===== src/design/srrt_params.svh =====
/*
 * Constants for the short-circuit ride-through block: register offsets,
 * field positions, reset values and timing counts.
 * Assumes it is included by the package, the top module and the bench.
 */
`ifndef SRRT_PARAMS_SVH
`define SRRT_PARAMS_SVH

// ****************************************************************
// Timing
// ****************************************************************
`define SRRT_CLK_PERIOD_NS  100
`define SRRT_TICK_NS        250
`define SRRT_TICK_CYC       \
    ((`SRRT_TICK_NS + `SRRT_CLK_PERIOD_NS - 1) / `SRRT_CLK_PERIOD_NS)
`define SRRT_RIDE_MAX_NS    63750
`define SRRT_TIMER_W        8
`define SRRT_EDGE_TICKS     8'h01
`define SRRT_TICK_CNT_W     2

// ****************************************************************
// Register map (byte addresses)
// ****************************************************************
`define SRRT_ADDR_W         8
`define SRRT_ADDR_CTRL      8'h00
`define SRRT_ADDR_CMD       8'h04
`define SRRT_ADDR_STATUS    8'h08
`define SRRT_ADDR_INT_STAT  8'h0C
`define SRRT_ADDR_INT_MASK  8'h10
`define SRRT_ADDR_LIMIT     8'h14

// ****************************************************************
// Fields, reset values, answers
// ****************************************************************
`define SRRT_CMD_TURNOFF_REL 0
`define SRRT_CMD_FAULT_REL   1
`define SRRT_CMD_ACC_CLR     2
`define SRRT_EV_W            4
`define SRRT_EV_FAULT        0
`define SRRT_EV_TRIP         1
`define SRRT_EV_OVF          2
`define SRRT_EV_OVERCUR      3
`define SRRT_CTRL_RST        32'h00FF_FF00
`define SRRT_INT_MASK_RST    4'h0
`define SRRT_ADC_W           10
`define SRRT_LIMIT_COUNTS    10'h1A6
`define SRRT_RESP_OKAY       2'h0
`define SRRT_RESP_SLVERR     2'h2

`endif


===== src/design/srrt_pkg.sv =====
/*
 * Types shared by the short-circuit ride-through block.
 * Assumes srrt_params.svh is on the include path.
 */
`include "srrt_params.svh"

package srrt_pkg;

    // Control word as software sees it
    typedef struct packed {
        logic [7:0]               rsvd_hi;
        logic [`SRRT_TIMER_W-1:0] acc_period;
        logic [`SRRT_TIMER_W-1:0] holdoff_ticks;
        logic [4:0]               rsvd_lo;
        logic                     auto_release;
        logic                     ride_mode;
        logic                     drive_on;
    } srrt_ctrl_s;

    // Read-only status word
    typedef struct packed {
        logic [7:0]               rsvd_hi;
        logic [`SRRT_TIMER_W-1:0] holdoff_count;
        logic [`SRRT_TIMER_W-1:0] acc_count;
        logic [2:0]               rsvd_lo;
        logic                     gate_discharge;
        logic                     gate_drive_high;
        logic                     overflow_readback;
        logic                     turnoff_latch_out;
        logic                     fault_latch_out;
    } srrt_status_s;

    // State of the top module, apart from the two timer counts
    typedef struct packed {
        srrt_ctrl_s                 ctrl;
        logic                       fault_set;
        logic                       turnoff;
        logic                       ovf_flag;
        logic                       ovf_rb;
        logic                       gdh;
        logic                       gde;
        logic                       irq;
        logic [`SRRT_EV_W-1:0]      int_stat;
        logic [`SRRT_EV_W-1:0]      int_mask;
        logic [`SRRT_TICK_CNT_W-1:0] tick_cnt;
        logic                       osc_tick;
        logic                       awready;
        logic                       wready;
        logic                       bvalid;
        logic [1:0]                 bresp;
        logic                       arready;
        logic                       rvalid;
        logic [1:0]                 rresp;
        logic [31:0]                rdata;
    } srrt_state_s;

endpackage : srrt_pkg


===== src/design/srrt_timer.sv =====
/*
 * Gated tick counter used for the hold-off and accumulating timers.
 * Assumes tick is a one-cycle enable and run is a synchronous level.
 */
`timescale 1ns/1ps

module srrt_timer #(
    parameter int W = 8
) (
    input  wire logic         aclk,
    input  wire logic         aresetn,
    input  wire logic         run,
    input  wire logic         tick,
    input  wire logic         clear,
    input  wire logic [W-1:0] period,
    output logic      [W-1:0] count,
    output logic              hit
);

    logic [W-1:0] count_r;
    logic [W-1:0] count_nxt;
    logic [W:0]   count_inc;

    // Count saturates at the period so it never wraps past a trip
    assign count_inc = {1'b0, count_r} + {{W{1'b0}}, 1'b1};
    assign hit       = run && tick && (count_inc >= {1'b0, period});
    assign count     = count_r;

    // Clear beats the advance; hit still reports the event
    always_comb begin
        count_nxt = count_r;
        if (clear) begin
            count_nxt = '0;
        end else if (run && tick && (count_r < period)) begin
            count_nxt = count_inc[W-1:0];
        end
    end

    // Registered count
    always_ff @(posedge aclk) begin
        if (!aresetn) begin
            count_r <= '0;
        end else begin
            count_r <= count_nxt;
        end
    end

endmodule : srrt_timer


===== src/design/srrt_top.sv =====
/*
 * Short-circuit ride-through logic: fault latch, hold-off timer,
 * turn-off latch, gated accumulating timer, AXI4-Lite register slave.
 * Assumes all inputs are synchronous to aclk and the gate driver
 * follows gate_drive_high_enable and gate_discharge_enable directly.
 */
`timescale 1ns/1ps
`include "srrt_params.svh"

// Notes on behaviour
// - fault latch drives gate enable, timer, gate
// - hold-off timer counts only while faulted
// - hold-off overflow sets the turn-off latch
// - turn-off latch drives discharge enable pin
// - edge mode overflows after one 300 ns tick
// - fast tick gated by fault clocks accumulator in ride mode
// - accumulator keeps count across transient faults
// - accumulator overflow forces gate enable low
// - overflow flag buffered into readable signal
// - firmware clears accumulator count on overflow
// - over-current limit fixed at 422 counts
// - comparator high sets fault, drops enable
// - ride-through at most 76.5 us, 300 ns steps
// - discharge enable never high with drive enable
module srrt_top #(
    parameter int ADDR_W = `SRRT_ADDR_W
) (
    input  wire logic                    aclk,
    input  wire logic                    aresetn,
    input  wire logic [ADDR_W-1:0]       awaddr,
    input  wire logic [2:0]              awprot,
    input  wire logic                    awvalid,
    output logic                         awready,
    input  wire logic [31:0]             wdata,
    input  wire logic [3:0]              wstrb,
    input  wire logic                    wvalid,
    output logic                         wready,
    output logic [1:0]                   bresp,
    output logic                         bvalid,
    input  wire logic                    bready,
    input  wire logic [ADDR_W-1:0]       araddr,
    input  wire logic [2:0]              arprot,
    input  wire logic                    arvalid,
    output logic                         arready,
    output logic [31:0]                  rdata,
    output logic [1:0]                   rresp,
    output logic                         rvalid,
    input  wire logic                    rready,
    input  wire logic                    short_circuit_compare_out,
    input  wire logic [`SRRT_ADC_W-1:0]  adc_result,
    input  wire logic                    adc_valid,
    output logic                         gate_drive_high_enable,
    output logic                         gate_discharge_enable,
    output logic                         overflow_readback,
    output logic                         irq
);

    // ****************************************************************
    // Declarations
    // ****************************************************************
    srrt_pkg::srrt_state_s          s_r;
    srrt_pkg::srrt_state_s          s_nxt;
    srrt_pkg::srrt_status_s         status_w;
    logic [ADDR_W-1:0]              waddr;
    logic [ADDR_W-1:0]              raddr;
    logic                           wr_go;
    logic                           rd_go;
    logic                           cmd_hit;
    logic                           turnoff_rel;
    logic                           fault_rel;
    logic                           acc_clr;
    logic                           acc_run;
    logic [`SRRT_TIMER_W-1:0]       hold_period;
    logic [`SRRT_TIMER_W-1:0]       hold_cnt;
    logic                           hold_hit;
    logic [`SRRT_TIMER_W-1:0]       acc_cnt;
    logic                           acc_hit;
    logic                           overcur;
    logic [`SRRT_EV_W-1:0]          events;
    logic                           fault_latch_out;

    // Byte-lane merge for writable words
    function automatic logic [31:0] srrt_merge(
        input logic [31:0] old_v,
        input logic [31:0] new_v,
        input logic [3:0]  strb
    );
        logic [31:0] m;
        m = old_v;
        for (int i = 0; i < 4; i++) begin
            if (strb[i]) begin
                m[8*i +: 8] = new_v[8*i +: 8];
            end
        end
        return m;
    endfunction : srrt_merge

    // ****************************************************************
    // Bus decode
    // ****************************************************************
    // Word-aligned addresses; low two bits are ignored
    assign waddr       = {awaddr[ADDR_W-1:2], 2'h0};
    assign raddr       = {araddr[ADDR_W-1:2], 2'h0};
    assign wr_go       = s_r.awready && awvalid && wvalid;
    assign rd_go       = s_r.arready && arvalid;
    assign cmd_hit     = wr_go && (waddr == `SRRT_ADDR_CMD) && wstrb[0];
    assign turnoff_rel = cmd_hit && wdata[`SRRT_CMD_TURNOFF_REL];
    assign fault_rel   = cmd_hit && wdata[`SRRT_CMD_FAULT_REL];
    assign acc_clr     = cmd_hit && wdata[`SRRT_CMD_ACC_CLR];

    // ****************************************************************
    // Timers
    // ****************************************************************
    // Low fault latch output gates both timers and the fast tick
    assign fault_latch_out = ~s_r.fault_set;
    // Edge mode loads a one-tick period; 8 bits cap ride at 76.5 us
    assign hold_period = s_r.ctrl.ride_mode ?
                         s_r.ctrl.holdoff_ticks : `SRRT_EDGE_TICKS;
    // Accumulator only runs in ride-through mode
    assign acc_run = s_r.fault_set && s_r.ctrl.ride_mode;

    srrt_timer #(
        .W      (`SRRT_TIMER_W)
    ) u_holdoff (
        .aclk   (aclk),
        .aresetn(aresetn),
        .run    (s_r.fault_set),
        .tick   (s_r.osc_tick),
        .clear  (turnoff_rel),
        .period (hold_period),
        .count  (hold_cnt),
        .hit    (hold_hit)
    );

    srrt_timer #(
        .W      (`SRRT_TIMER_W)
    ) u_accum (
        .aclk   (aclk),
        .aresetn(aresetn),
        .run    (acc_run),
        .tick   (s_r.osc_tick),
        .clear  (acc_clr),
        .period (s_r.ctrl.acc_period),
        .count  (acc_cnt),
        .hit    (acc_hit)
    );

    // Over-current check against the fixed shunt limit
    assign overcur = adc_valid && (adc_result > `SRRT_LIMIT_COUNTS);

    // Status word as read by software
    always_comb begin
        status_w                   = '0;
        status_w.holdoff_count     = hold_cnt;
        status_w.acc_count         = acc_cnt;
        status_w.gate_discharge    = s_r.gde;
        status_w.gate_drive_high   = s_r.gdh;
        status_w.overflow_readback = s_r.ovf_rb;
        status_w.turnoff_latch_out = s_r.turnoff;
        status_w.fault_latch_out   = fault_latch_out;
    end

    // ****************************************************************
    // Next state
    // ****************************************************************
    always_comb begin
        s_nxt = s_r;

        // Fast tick divider: 250 ns rounds up to whole cycles
        if (s_r.tick_cnt == `SRRT_TICK_CNT_W'(`SRRT_TICK_CYC - 1)) begin
            s_nxt.tick_cnt = '0;
            s_nxt.osc_tick = 1'b1;
        end else begin
            s_nxt.tick_cnt = s_r.tick_cnt + `SRRT_TICK_CNT_W'(1);
            s_nxt.osc_tick = 1'b0;
        end

        // Overflow flag: set wins over firmware clear
        s_nxt.ovf_flag = acc_hit || (s_r.ovf_flag && !acc_clr);
        // Registered copy, one cycle behind, so software can see the flag
        s_nxt.ovf_rb   = s_r.ovf_flag;

        // Fault latch set by comparator or overflow; release is
        // refused while either source is still active
        s_nxt.fault_set = short_circuit_compare_out || s_nxt.ovf_flag ||
                          (s_r.fault_set &&
                           !(s_r.ctrl.auto_release || fault_rel));

        // Turn-off latch: hold-off overflow sets, only firmware clears
        s_nxt.turnoff = hold_hit || (s_r.turnoff && !turnoff_rel);

        // Register writes
        s_nxt.awready = awvalid && wvalid && !s_r.awready && !s_r.bvalid;
        s_nxt.wready  = awvalid && wvalid && !s_r.awready && !s_r.bvalid;
        if (s_r.bvalid && bready) begin
            s_nxt.bvalid = 1'b0;
        end
        if (wr_go) begin
            s_nxt.bvalid = 1'b1;
            s_nxt.bresp  = `SRRT_RESP_OKAY;
            unique case (waddr)
                `SRRT_ADDR_CTRL: begin
                    s_nxt.ctrl = srrt_merge(s_r.ctrl, wdata, wstrb);
                    s_nxt.ctrl.rsvd_hi = '0;
                    s_nxt.ctrl.rsvd_lo = '0;
                end
                `SRRT_ADDR_INT_MASK: begin
                    if (wstrb[0]) begin
                        s_nxt.int_mask = wdata[`SRRT_EV_W-1:0];
                    end
                end
                `SRRT_ADDR_CMD, `SRRT_ADDR_INT_STAT,
                `SRRT_ADDR_STATUS, `SRRT_ADDR_LIMIT: begin
                end
                default: begin
                    s_nxt.bresp = `SRRT_RESP_SLVERR;
                end
            endcase
        end

        // Sticky events; a new event beats a write-one clear
        events[`SRRT_EV_FAULT]   = s_nxt.fault_set && !s_r.fault_set;
        events[`SRRT_EV_TRIP]    = s_nxt.turnoff && !s_r.turnoff;
        events[`SRRT_EV_OVF]     = s_nxt.ovf_flag && !s_r.ovf_flag;
        events[`SRRT_EV_OVERCUR] = overcur;
        s_nxt.int_stat = s_r.int_stat;
        if (wr_go && (waddr == `SRRT_ADDR_INT_STAT) && wstrb[0]) begin
            s_nxt.int_stat = s_r.int_stat & ~wdata[`SRRT_EV_W-1:0];
        end
        s_nxt.int_stat = s_nxt.int_stat | events;
        s_nxt.irq      = |(s_nxt.int_stat & s_nxt.int_mask);

        // Gate outputs: never both high at once
        s_nxt.gdh = s_nxt.ctrl.drive_on && !s_nxt.fault_set &&
                    !s_nxt.turnoff;
        s_nxt.gde = s_nxt.turnoff && !s_nxt.gdh;

        // Register reads, answered one cycle after the address
        s_nxt.arready = arvalid && !s_r.arready && !s_r.rvalid;
        if (s_r.rvalid && rready) begin
            s_nxt.rvalid = 1'b0;
        end
        if (rd_go) begin
            s_nxt.rvalid = 1'b1;
            s_nxt.rresp  = `SRRT_RESP_OKAY;
            s_nxt.rdata  = '0;
            unique case (raddr)
                `SRRT_ADDR_CTRL:     s_nxt.rdata = s_r.ctrl;
                `SRRT_ADDR_STATUS:   s_nxt.rdata = status_w;
                `SRRT_ADDR_INT_STAT: s_nxt.rdata[`SRRT_EV_W-1:0] = s_r.int_stat;
                `SRRT_ADDR_INT_MASK: s_nxt.rdata[`SRRT_EV_W-1:0] = s_r.int_mask;
                `SRRT_ADDR_LIMIT:    s_nxt.rdata[`SRRT_ADC_W-1:0] =
                                         `SRRT_LIMIT_COUNTS;
                `SRRT_ADDR_CMD: begin
                end
                default:             s_nxt.rresp = `SRRT_RESP_SLVERR;
            endcase
        end
    end

    // ****************************************************************
    // State register
    // ****************************************************************
    // Reset leaves drive off, discharge off, latches clear
    always_ff @(posedge aclk) begin
        if (!aresetn) begin
            s_r          <= '0;
            s_r.ctrl     <= `SRRT_CTRL_RST;
            s_r.int_mask <= `SRRT_INT_MASK_RST;
        end else begin
            s_r <= s_nxt;
        end
    end

    // Outputs straight from flops
    assign awready                = s_r.awready;
    assign wready                 = s_r.wready;
    assign bvalid                 = s_r.bvalid;
    assign bresp                  = s_r.bresp;
    assign arready                = s_r.arready;
    assign rvalid                 = s_r.rvalid;
    assign rresp                  = s_r.rresp;
    assign rdata                  = s_r.rdata;
    assign gate_drive_high_enable = s_r.gdh;
    assign gate_discharge_enable  = s_r.gde;
    assign overflow_readback      = s_r.ovf_rb;
    assign irq                    = s_r.irq;
endmodule : srrt_top


===== config.mk =====
export PLATFORM = sky130hd
export DESIGN_NAME = srrt_top
export DESIGN_NICKNAME = d
export VERILOG_FILES = /design/src/design/srrt_pkg.sv /design/src/design/srrt_timer.sv /design/src/design/srrt_top.sv
export VERILOG_INCLUDE_DIRS = /design/src /design/src/design
export SDC_FILE = /design/constraint.sdc
export NUM_CORES = 1
export LEC_CHECK = 0
export BUFFER_PORTS_ARGS = -buffer_cell sky130_fd_sc_hd__buf_4
export CAP_MARGIN = 20
export CELL_PAD_IN_SITES_DETAIL_PLACEMENT = 1
export CELL_PAD_IN_SITES_GLOBAL_PLACEMENT = 1
export CORE_UTILIZATION = 39
export DETAILED_ROUTE_END_ITERATION = 10
export GPL_TIMING_DRIVEN = 0
export PLACE_DENSITY_LB_ADDON = 0.1
export SLEW_MARGIN = 25
export SYNTH_ARGS = -nofsm -noshare
export SYNTH_HDL_FRONTEND = slang
export SYNTH_SLANG_ARGS = --single-unit

===== constraint.sdc =====
create_clock -name aclk -period 3.4 [get_ports aclk]
set_input_delay 0.68 -clock aclk [delete_from_list [all_inputs] [get_ports aclk]]
set_output_delay 0.68 -clock aclk [all_outputs]
set_load 0.02 [all_outputs]

==> results by group, run 1 <==
STA
  • Final TNS setup: 0 ns
  • Hold Violations, Final: 0
  • Max-slew violation count: 0
  • Fin crit period: 3.08 ns
  • Fin crit share: 0.905
  • Worst setup margin: 0.322 ns
  • RSZ-0062 raised after global routing: no
  • Setup violators final: 0
  • Layout Skew: 0.00888 ns
  • Slew @ Worst Pin: 0.918 ns
  • Slew headroom: 0.383
  • Achievable Freq: 325 MHz

GRT
  • Vias in the first global route: 4544
  • Global Route Usage Sum: 0.236
  • First-pass GRT wire length: 22900 um
  • Largest net degree at the start of global routing: 16
  • GRT overflow: 0
  • Initial antenna violation count: 0

Clock network
  • Reg clk slew, reported paths: 0.06 ns
  • Setup bufs post-CTS: 0
  • Post-CTS sizing: 0
  • Worst skew pair latency: 0.35 ns
  • CTS tree: done
  • CTS H-tree lvls: 3
  • Hold buffer count at CTS: 0
  • Num CTS Buffers: 9
  • Clk sink count: 81
  • Clk root buf: clkbuf_16
  • Clock Tree Buf Depth: 2

Logic synthesis
  • Synth area leaders: dfxtp_1 35%, ha_1 9.4%, buf_4 6.2%, nand3_1 5.4%, nand2_1 4.6%
  • Synthesized instance count: 555
  • Mapped Area: 4640 um2
  • Primary FF master, synth: dfxtp_1
  • Area share of the largest cell type after synthesis: 0.350
  • Post-synth top area cell: dfxtp_1
  • Sequential-to-total area share from yosys stat: 0.350
  • Count leader, synth: dfxtp_1
  • Unique masters post-synth: 63
  • Mean Syn Cell Area: 8.35 um2
  • #FFs+latches synth: 81
  • Share of flip-flops with an asynchronous set or reset: 0
  • Ys Warns: 0
  • Synth cell count leaders: 81 x dfxtp_1, 57 x nand2_1, 50 x nand3_1
  • Post-synth EDFFs: 0

Detailed routing
  • 1st-pass router iterations: 8
  • Routed vias: 4402
  • DR DRC count: 25
  • Post-DRT Antenna Nets: 0
  • WL/cell: 16.9 um
  • Vias per inst: 5.45
  • Drt total wl: 13700 um
  • Initial DRC count: 188

Worst hold path
  • Worst hold path type: reg -> reg

Worst setup path
  • CP Launch Type: register
  • Crit. End Element: register
  • Critical path cell sequence: ha_1, and3_1, nand3_1, xnor2_1, ha_1, a21oi_1, o21ai_0, o21bai_1, a211oi_2, o21ai_1, a221o_1
  • CP bufs+invs: 0
  • CP max FO: 7
  • CP max stage delay: 0.51 ns
  • Worst path top cell family by delay: compound AO/OA/AOI/OAI gates
  • Slowest cell on crit path: dfxtp_1
  • CP most frequent cell: ha_1
  • Critical path required time: 3.63 ns
  • CP arrival: 3.31 ns
  • Critical path class: reg -> reg

Layout
  • Fill count: 1397
  • FF+latch area: 1620 um2
  • Multi-input gate area: 2580 um2
  • Final instance count without filler cells: 807
  • Final net count: 771
  • Layout cells sized above 1: 0.233
  • ANT cells: 0
  • Area growth from synthesis to layout: 24.3%

Power and ir drop
  • Leak: 2.60 nW
  • VDD IR max: 0.167 mV
  • Pwr/cell area: 375 nW/um2
  • Sequential fraction of design power: 0.456
  • Pint: 1.60 mW
  • Gate power share: 0.109
  • Clock power frac: 0.435
  • Net Sw Power: 0.560 mW
  • Sw Ratio: 0.259

Floorplanning
  • Die Ht: 111 um
  • Top Ports: 122
  • Chip width: 111 um
  • Core Region: 11500 um2
  • FP Rows: 39
  • Die footprint: 12300 um2
  • Starting density of the core: 0.403

Placed design
  • Input/output buffers: 83
  • Cells after DPL: 791
  • Post-DP HPWL: 10900 um
  • Placer Congestion: 0.867
  • Dpl ws: 0.326 ns

Run
  • Max cap viols: 0

Run status
  • Status: complete, but fails checks
  • Failing checks: design-rule violations
-- cell families (layout without fill, tap and decap cells) --
logic type,Yosys count,count (layout),share of synthesized area
other,1,11,0.000809
DFF,81,81,0.350
adders and majority gates,35,35,0.0944
and+or+nand+nor,217,217,0.235
AOI/OAI and AO/OA,117,117,0.178
buffers and inverters,84,183,0.101
muxes,8,8,0.0178
xor gates and xnor gates,12,12,0.0227
-- per-stage QoR --
step / power, mW / instance area, um2 / utilization / hold WS [ns]
after floorplan: 1.14 / 4670 / - / 0.392
after global placement: 1.24 / 5480 / 0.476 / 0.399
after detailed placement: 1.24 / 5480 / 0.476 / 0.418
after CTS: 2.19 / 5770 / 0.501 / 0.413
after global routing: 2.25 / 5770 / 0.501 / 0.442
final: 2.16 / 5770 / 0.501 / 0.411
-- power groups by stage --
stage          clock network (mW)  registers, mW  logic [mW]
2_1_floorplan                   0           1.01       0.131
3_3_place_gp                    0           1.01       0.230
3_5_place_dp                    0           1.01       0.235
4_1_cts                     0.964          0.987       0.237
5_1_grt                      1.01          0.989       0.257
6_report                    0.942          0.986       0.235
-- area by class of cell --
cell class / count / share of cell area
Inverter: 20 / 0.0130
Timing Repair Buffer: 83 / 0.108
Sequential cell: 81 / 0.281
Tap cell: 143 / 0.0310
Buffer: 64 / 0.0684
Clock buffer: 10 / 0.0414
Multi-Input combinational cell: 400 / 0.448
Clock inverter: 6 / 0.00868
-- cells in the final DEF (no fill, tap or decap), drive strengths merged, types with 4 or more instances in the layout --
master  instances
conb           11
dfxtp          81
a221oi         17
nor4            6
nor2           33
or4            12
a21oi          35
o31ai          14
ha             35
xnor2          10
buf           126
nor3           22
clkbuf         31
nand2          57
or3             5
a22oi           5
and2            8
and3            4
nand2b          8
o21ai          18
nand3          50
mux2i           6
inv            22
-- flip-flops by register name, indices dropped and copies added, names as in the netlist --
| register | count |
|---|---|
| arready | 1 |
| bresp | 1 |
| bvalid | 1 |
| gate_discharge_enable | 1 |
| gate_drive_high_enable | 1 |
| irq | 1 |
| overflow_readback | 1 |
| rdata | 22 |
| rresp | 1 |
| rvalid | 1 |
| s_nxt | 1 |
| s_r | 32 |
| u_accum.count | 8 |
| u_holdoff.count | 8 |
| wready | 1 |
-- worst reg2reg max path: stages, from the launching register on --
cell	delay [ns]
dfxtp_1	0.51
ha_1	0.30
and3_1	0.21
nand3_1	0.15
xnor2_1	0.18
ha_1	0.32
a21oi_1	0.15
o21ai_0	0.10
o21bai_1	0.25
a211oi_2	0.29
o21ai_1	0.13
a221o_1	0.37
-- per-layer routing --
| metal | GRT usage | part of all wire | vias up |
|---|---|---|---|
| li1 | - | - | 2176 |
| met5 | 0 | 0 | - |
| met4 | 0.0982 | 0.019 | 0 |
| met3 | 0.0328 | 0.053 | 17 |
| met2 | 0.391 | 0.46 | 110 |
| met1 | 0.309 | 0.47 | 2099 |
-- worst paths after layout --
kind	startpoint	endpoint	slack, ns	cells after the start
worst max-delay path	u_accum.count[0]$_SDFFE_PP0P_	irq$_SDFF_PN0_	0.32	11
worst min-delay path	s_r[42]$_SDFF_PP0_	s_r[42]$_SDFF_PP0_	0.41	1
worst max register to register	u_accum.count[0]$_SDFFE_PP0P_	irq$_SDFF_PN0_	0.32	11
worst min register to register	s_r[42]$_SDFF_PP0_	s_r[42]$_SDFF_PP0_	0.41	1
Power figures use the tool's default switching activity.
==> run 2: changes to the inputs <==
--- a/config.mk
+++ b/config.mk
@@ -8,12 +8,10 @@
 export LEC_CHECK = 0
 export BUFFER_PORTS_ARGS = -buffer_cell sky130_fd_sc_hd__buf_4
 export CAP_MARGIN = 20
-export CELL_PAD_IN_SITES_DETAIL_PLACEMENT = 1
-export CELL_PAD_IN_SITES_GLOBAL_PLACEMENT = 1
-export CORE_UTILIZATION = 39
+export CORE_UTILIZATION = 50
 export DETAILED_ROUTE_END_ITERATION = 10
 export GPL_TIMING_DRIVEN = 0
-export PLACE_DENSITY_LB_ADDON = 0.1
+export PLACE_DENSITY = 0.76
 export SLEW_MARGIN = 25
 export SYNTH_ARGS = -nofsm -noshare
 export SYNTH_HDL_FRONTEND = slang
==> results by group, run 2 (synthesis gave the netlist of run 1 again) <==
Run status
  • Status: complete, but fails checks
  • Failing checks: design-rule violations

GRT
  • Initial antenna violation count: 0 (unchanged)
  • Vias in the first global route: 3937 (-13%)
  • GRT overflow: 0 (unchanged)
  • First-pass GRT wire length: 19800 um (-13%)
  • Largest net degree at the start of global routing: 15 (-1)
  • Global Route Usage Sum: 0.259 (+0.0231)

Layout
  • Largest register FFs: 32 (unchanged)
  • ANT cells: 0 (unchanged)
  • Commonest non-fill, non-tap cell in the layout: buf_4
  • Layout cells sized above 1: 0.233 (unchanged)
  • Commonest non-fill, non-tap cells in the layout: 121 x buf_4, 81 x dfxtp_1, 57 x nand2_1, 50 x nand3_1
  • Area growth from synthesis to layout: 23.1%
  • Biggest register: s_r
  • Final core utilization: 0.645 (+0.144)
  • Final net count: 771 (unchanged)
  • Final instance count without filler cells: 772 (-4.3%)

Clock network
  • Num CTS Buffers: 9 (unchanged)
  • CTS H-tree lvls: 3 (unchanged)
  • Clk root buf: clkbuf_8
  • Reg clk slew, reported paths: 0.09 ns (+0.03 ns)
  • Clk sink count: 81 (unchanged)
  • Post-CTS sizing: 0 (unchanged)
  • Hold buffer count at CTS: 0 (unchanged)
  • Clock Tree Buf Depth: 2 (unchanged)
  • Worst skew pair latency: 0.36 ns (about the same)
  • Setup bufs post-CTS: 0 (unchanged)
  • CTS tree: done

Power and ir drop
  • Sequential fraction of design power: 0.456 (about the same)
  • Pwr/cell area: 379 nW/um2 (+1.1%)
  • VDD IR max: 0.265 mV (+58%)
  • Leak: 2.60 nW (about the same)
  • Net Sw Power: 0.498 mW (-11%)
  • Sw Ratio: 0.230 (-0.0285)
  • Clock power frac: 0.438 (+0.003)
  • Gate power share: 0.106 (-0.003)
  • Pint: 1.67 mW (+3.9%)

Floorplanning
  • FP Rows: 34 (-13%)
  • Top Ports: 122 (unchanged)
  • Chip width: 98.3 um (-11%)
  • Die Ht: 98.3 um (-11%)
  • Starting density of the core: 0.524 (+0.121)
  • Core Region: 8850 um2 (-23%)
  • Die footprint: 9660 um2 (-22%)

Detailed routing
  • 1st-pass router iterations: 10 (+2)
  • Drt total wl: 12200 um (-10%)
  • WL/cell: 15.8 um (-6.4%)
  • Initial DRC count: 299 (+59%)
  • Routed vias: 4396 (-0.14%)
  • DR DRC count: 3 (-88%)
  • Vias per inst: 5.69 (+4.4%)
  • Post-DRT Antenna Nets: 0 (unchanged)

Placed design
  • Input/output buffers: 83 (unchanged)
  • Post-DP HPWL: 9540 um (-13%)
  • Cells after DPL: 756 (-4.4%)
  • Placer Congestion: 0.961 (+11%)

Worst setup path
  • FF-to-FF Start: u_accum.count[0]$_SDFFE_PP0P_
  • Critical path class: reg -> reg
  • CP max stage delay: 0.50 ns (about the same)
  • Setup crit start: u_accum.count[0]$_SDFFE_PP0P_
  • Crit. End Element: register
  • Slowest cell on crit path: dfxtp_1
  • Critical path cell sequence: ha_1, and3_1, nand3_1, xnor2_1, ha_1, a21oi_1, o21ai_0, o21bai_1, a211oi_2, o21ai_1, a221o_1
  • CP most frequent cell: ha_1
  • CP Launch Type: register
  • CP max FO: 7 (unchanged)
  • Critical path required time: 3.65 ns (+0.02 ns)
  • CP arrival: 3.26 ns (-0.05 ns)

STA
  • Fin crit share: 0.885 (-0.0207)
  • Max-slew violation count: 0 (unchanged)
  • Slew @ Worst Pin: 0.801 ns (-0.117 ns)
  • Hold Violations, Final: 0 (unchanged)
  • Achievable Freq: 332 MHz (+2.3%)
  • Final TNS setup: 0 ns (unchanged)
  • Layout Skew: 0.0119 ns (+0.00298 ns)
  • RSZ-0062 raised after global routing: no
  • Fin crit period: 3.01 ns (-0.0702 ns)
  • Setup violators final: 0 (unchanged)
  • Slew headroom: 0.461 (+0.0780)

Worst hold path
  • Worst hold path type: reg -> reg
  • Min-delay src: s_r[42]$_SDFF_PP0_

Run
  • Max cap viols: 0 (unchanged)
run 2: area by class of cell:
type                       instances  area [um2]
sequential                        81        1620
multi-input combinational        400        2580
tap                              108         135
clock buffer                      10         138
inverter                          20        75.1
fill                             746        3140
clock inverter                     6         138
timing repair buffer              83         623
buffer                            64         394
run 2: path summary, 6_finish.rpt:
| check | cells after the start | slack, ns | to |
|---|---|---|---|
| max | 11 | 0.39 | irq$_SDFF_PN0_ |
| min | 1 | 0.42 | s_r[42]$_SDFF_PP0_ |
| max reg2reg | 11 | 0.39 | irq$_SDFF_PN0_ |
| min reg2reg | 1 | 0.42 | s_r[42]$_SDFF_PP0_ |
run 2: routing by layer:
metal	vias up	share of wire	GRT usage
met5	-	0	0
met4	0	0.013	0.0666
met3	15	0.073	0.0472
met2	188	0.47	0.417
met1	2022	0.45	0.359
li1	2171	-	-
run 2: stage by stage:
step                setup WS (ns)  total power, mW  hold slack [ns]  area (um2)
floorplan                   0.928             1.14            0.392        4670
global placement            0.482             1.23            0.399        5430
detailed placement          0.417             1.24            0.405        5430
CTS                         0.425             2.17            0.417        5710
global route                0.230             2.24            0.438        5710
finish                      0.392             2.16            0.415        5710
run 2: critical path: cells and delay by family, from the launching register on:
family | cells | cell delay (ns)
flip-flops | 1 | 0.50
AO/OA/AOI/OAI | 6 | 1.24
AND/OR/NAND/NOR | 2 | 0.38
adder cells (fa/ha/maj) | 2 | 0.61
XOR/XNOR | 1 | 0.17
run 2: power groups by stage:
stage / registers [mW] / logic (mW) / clock network [mW]
2_1_floorplan: 1.01 / 0.131 / 0
5_1_grt: 0.989 / 0.251 / 1.00
4_1_cts: 0.986 / 0.230 / 0.959
6_report: 0.986 / 0.230 / 0.948
3_3_place_gp: 1.01 / 0.225 / 0
3_5_place_dp: 1.01 / 0.229 / 0
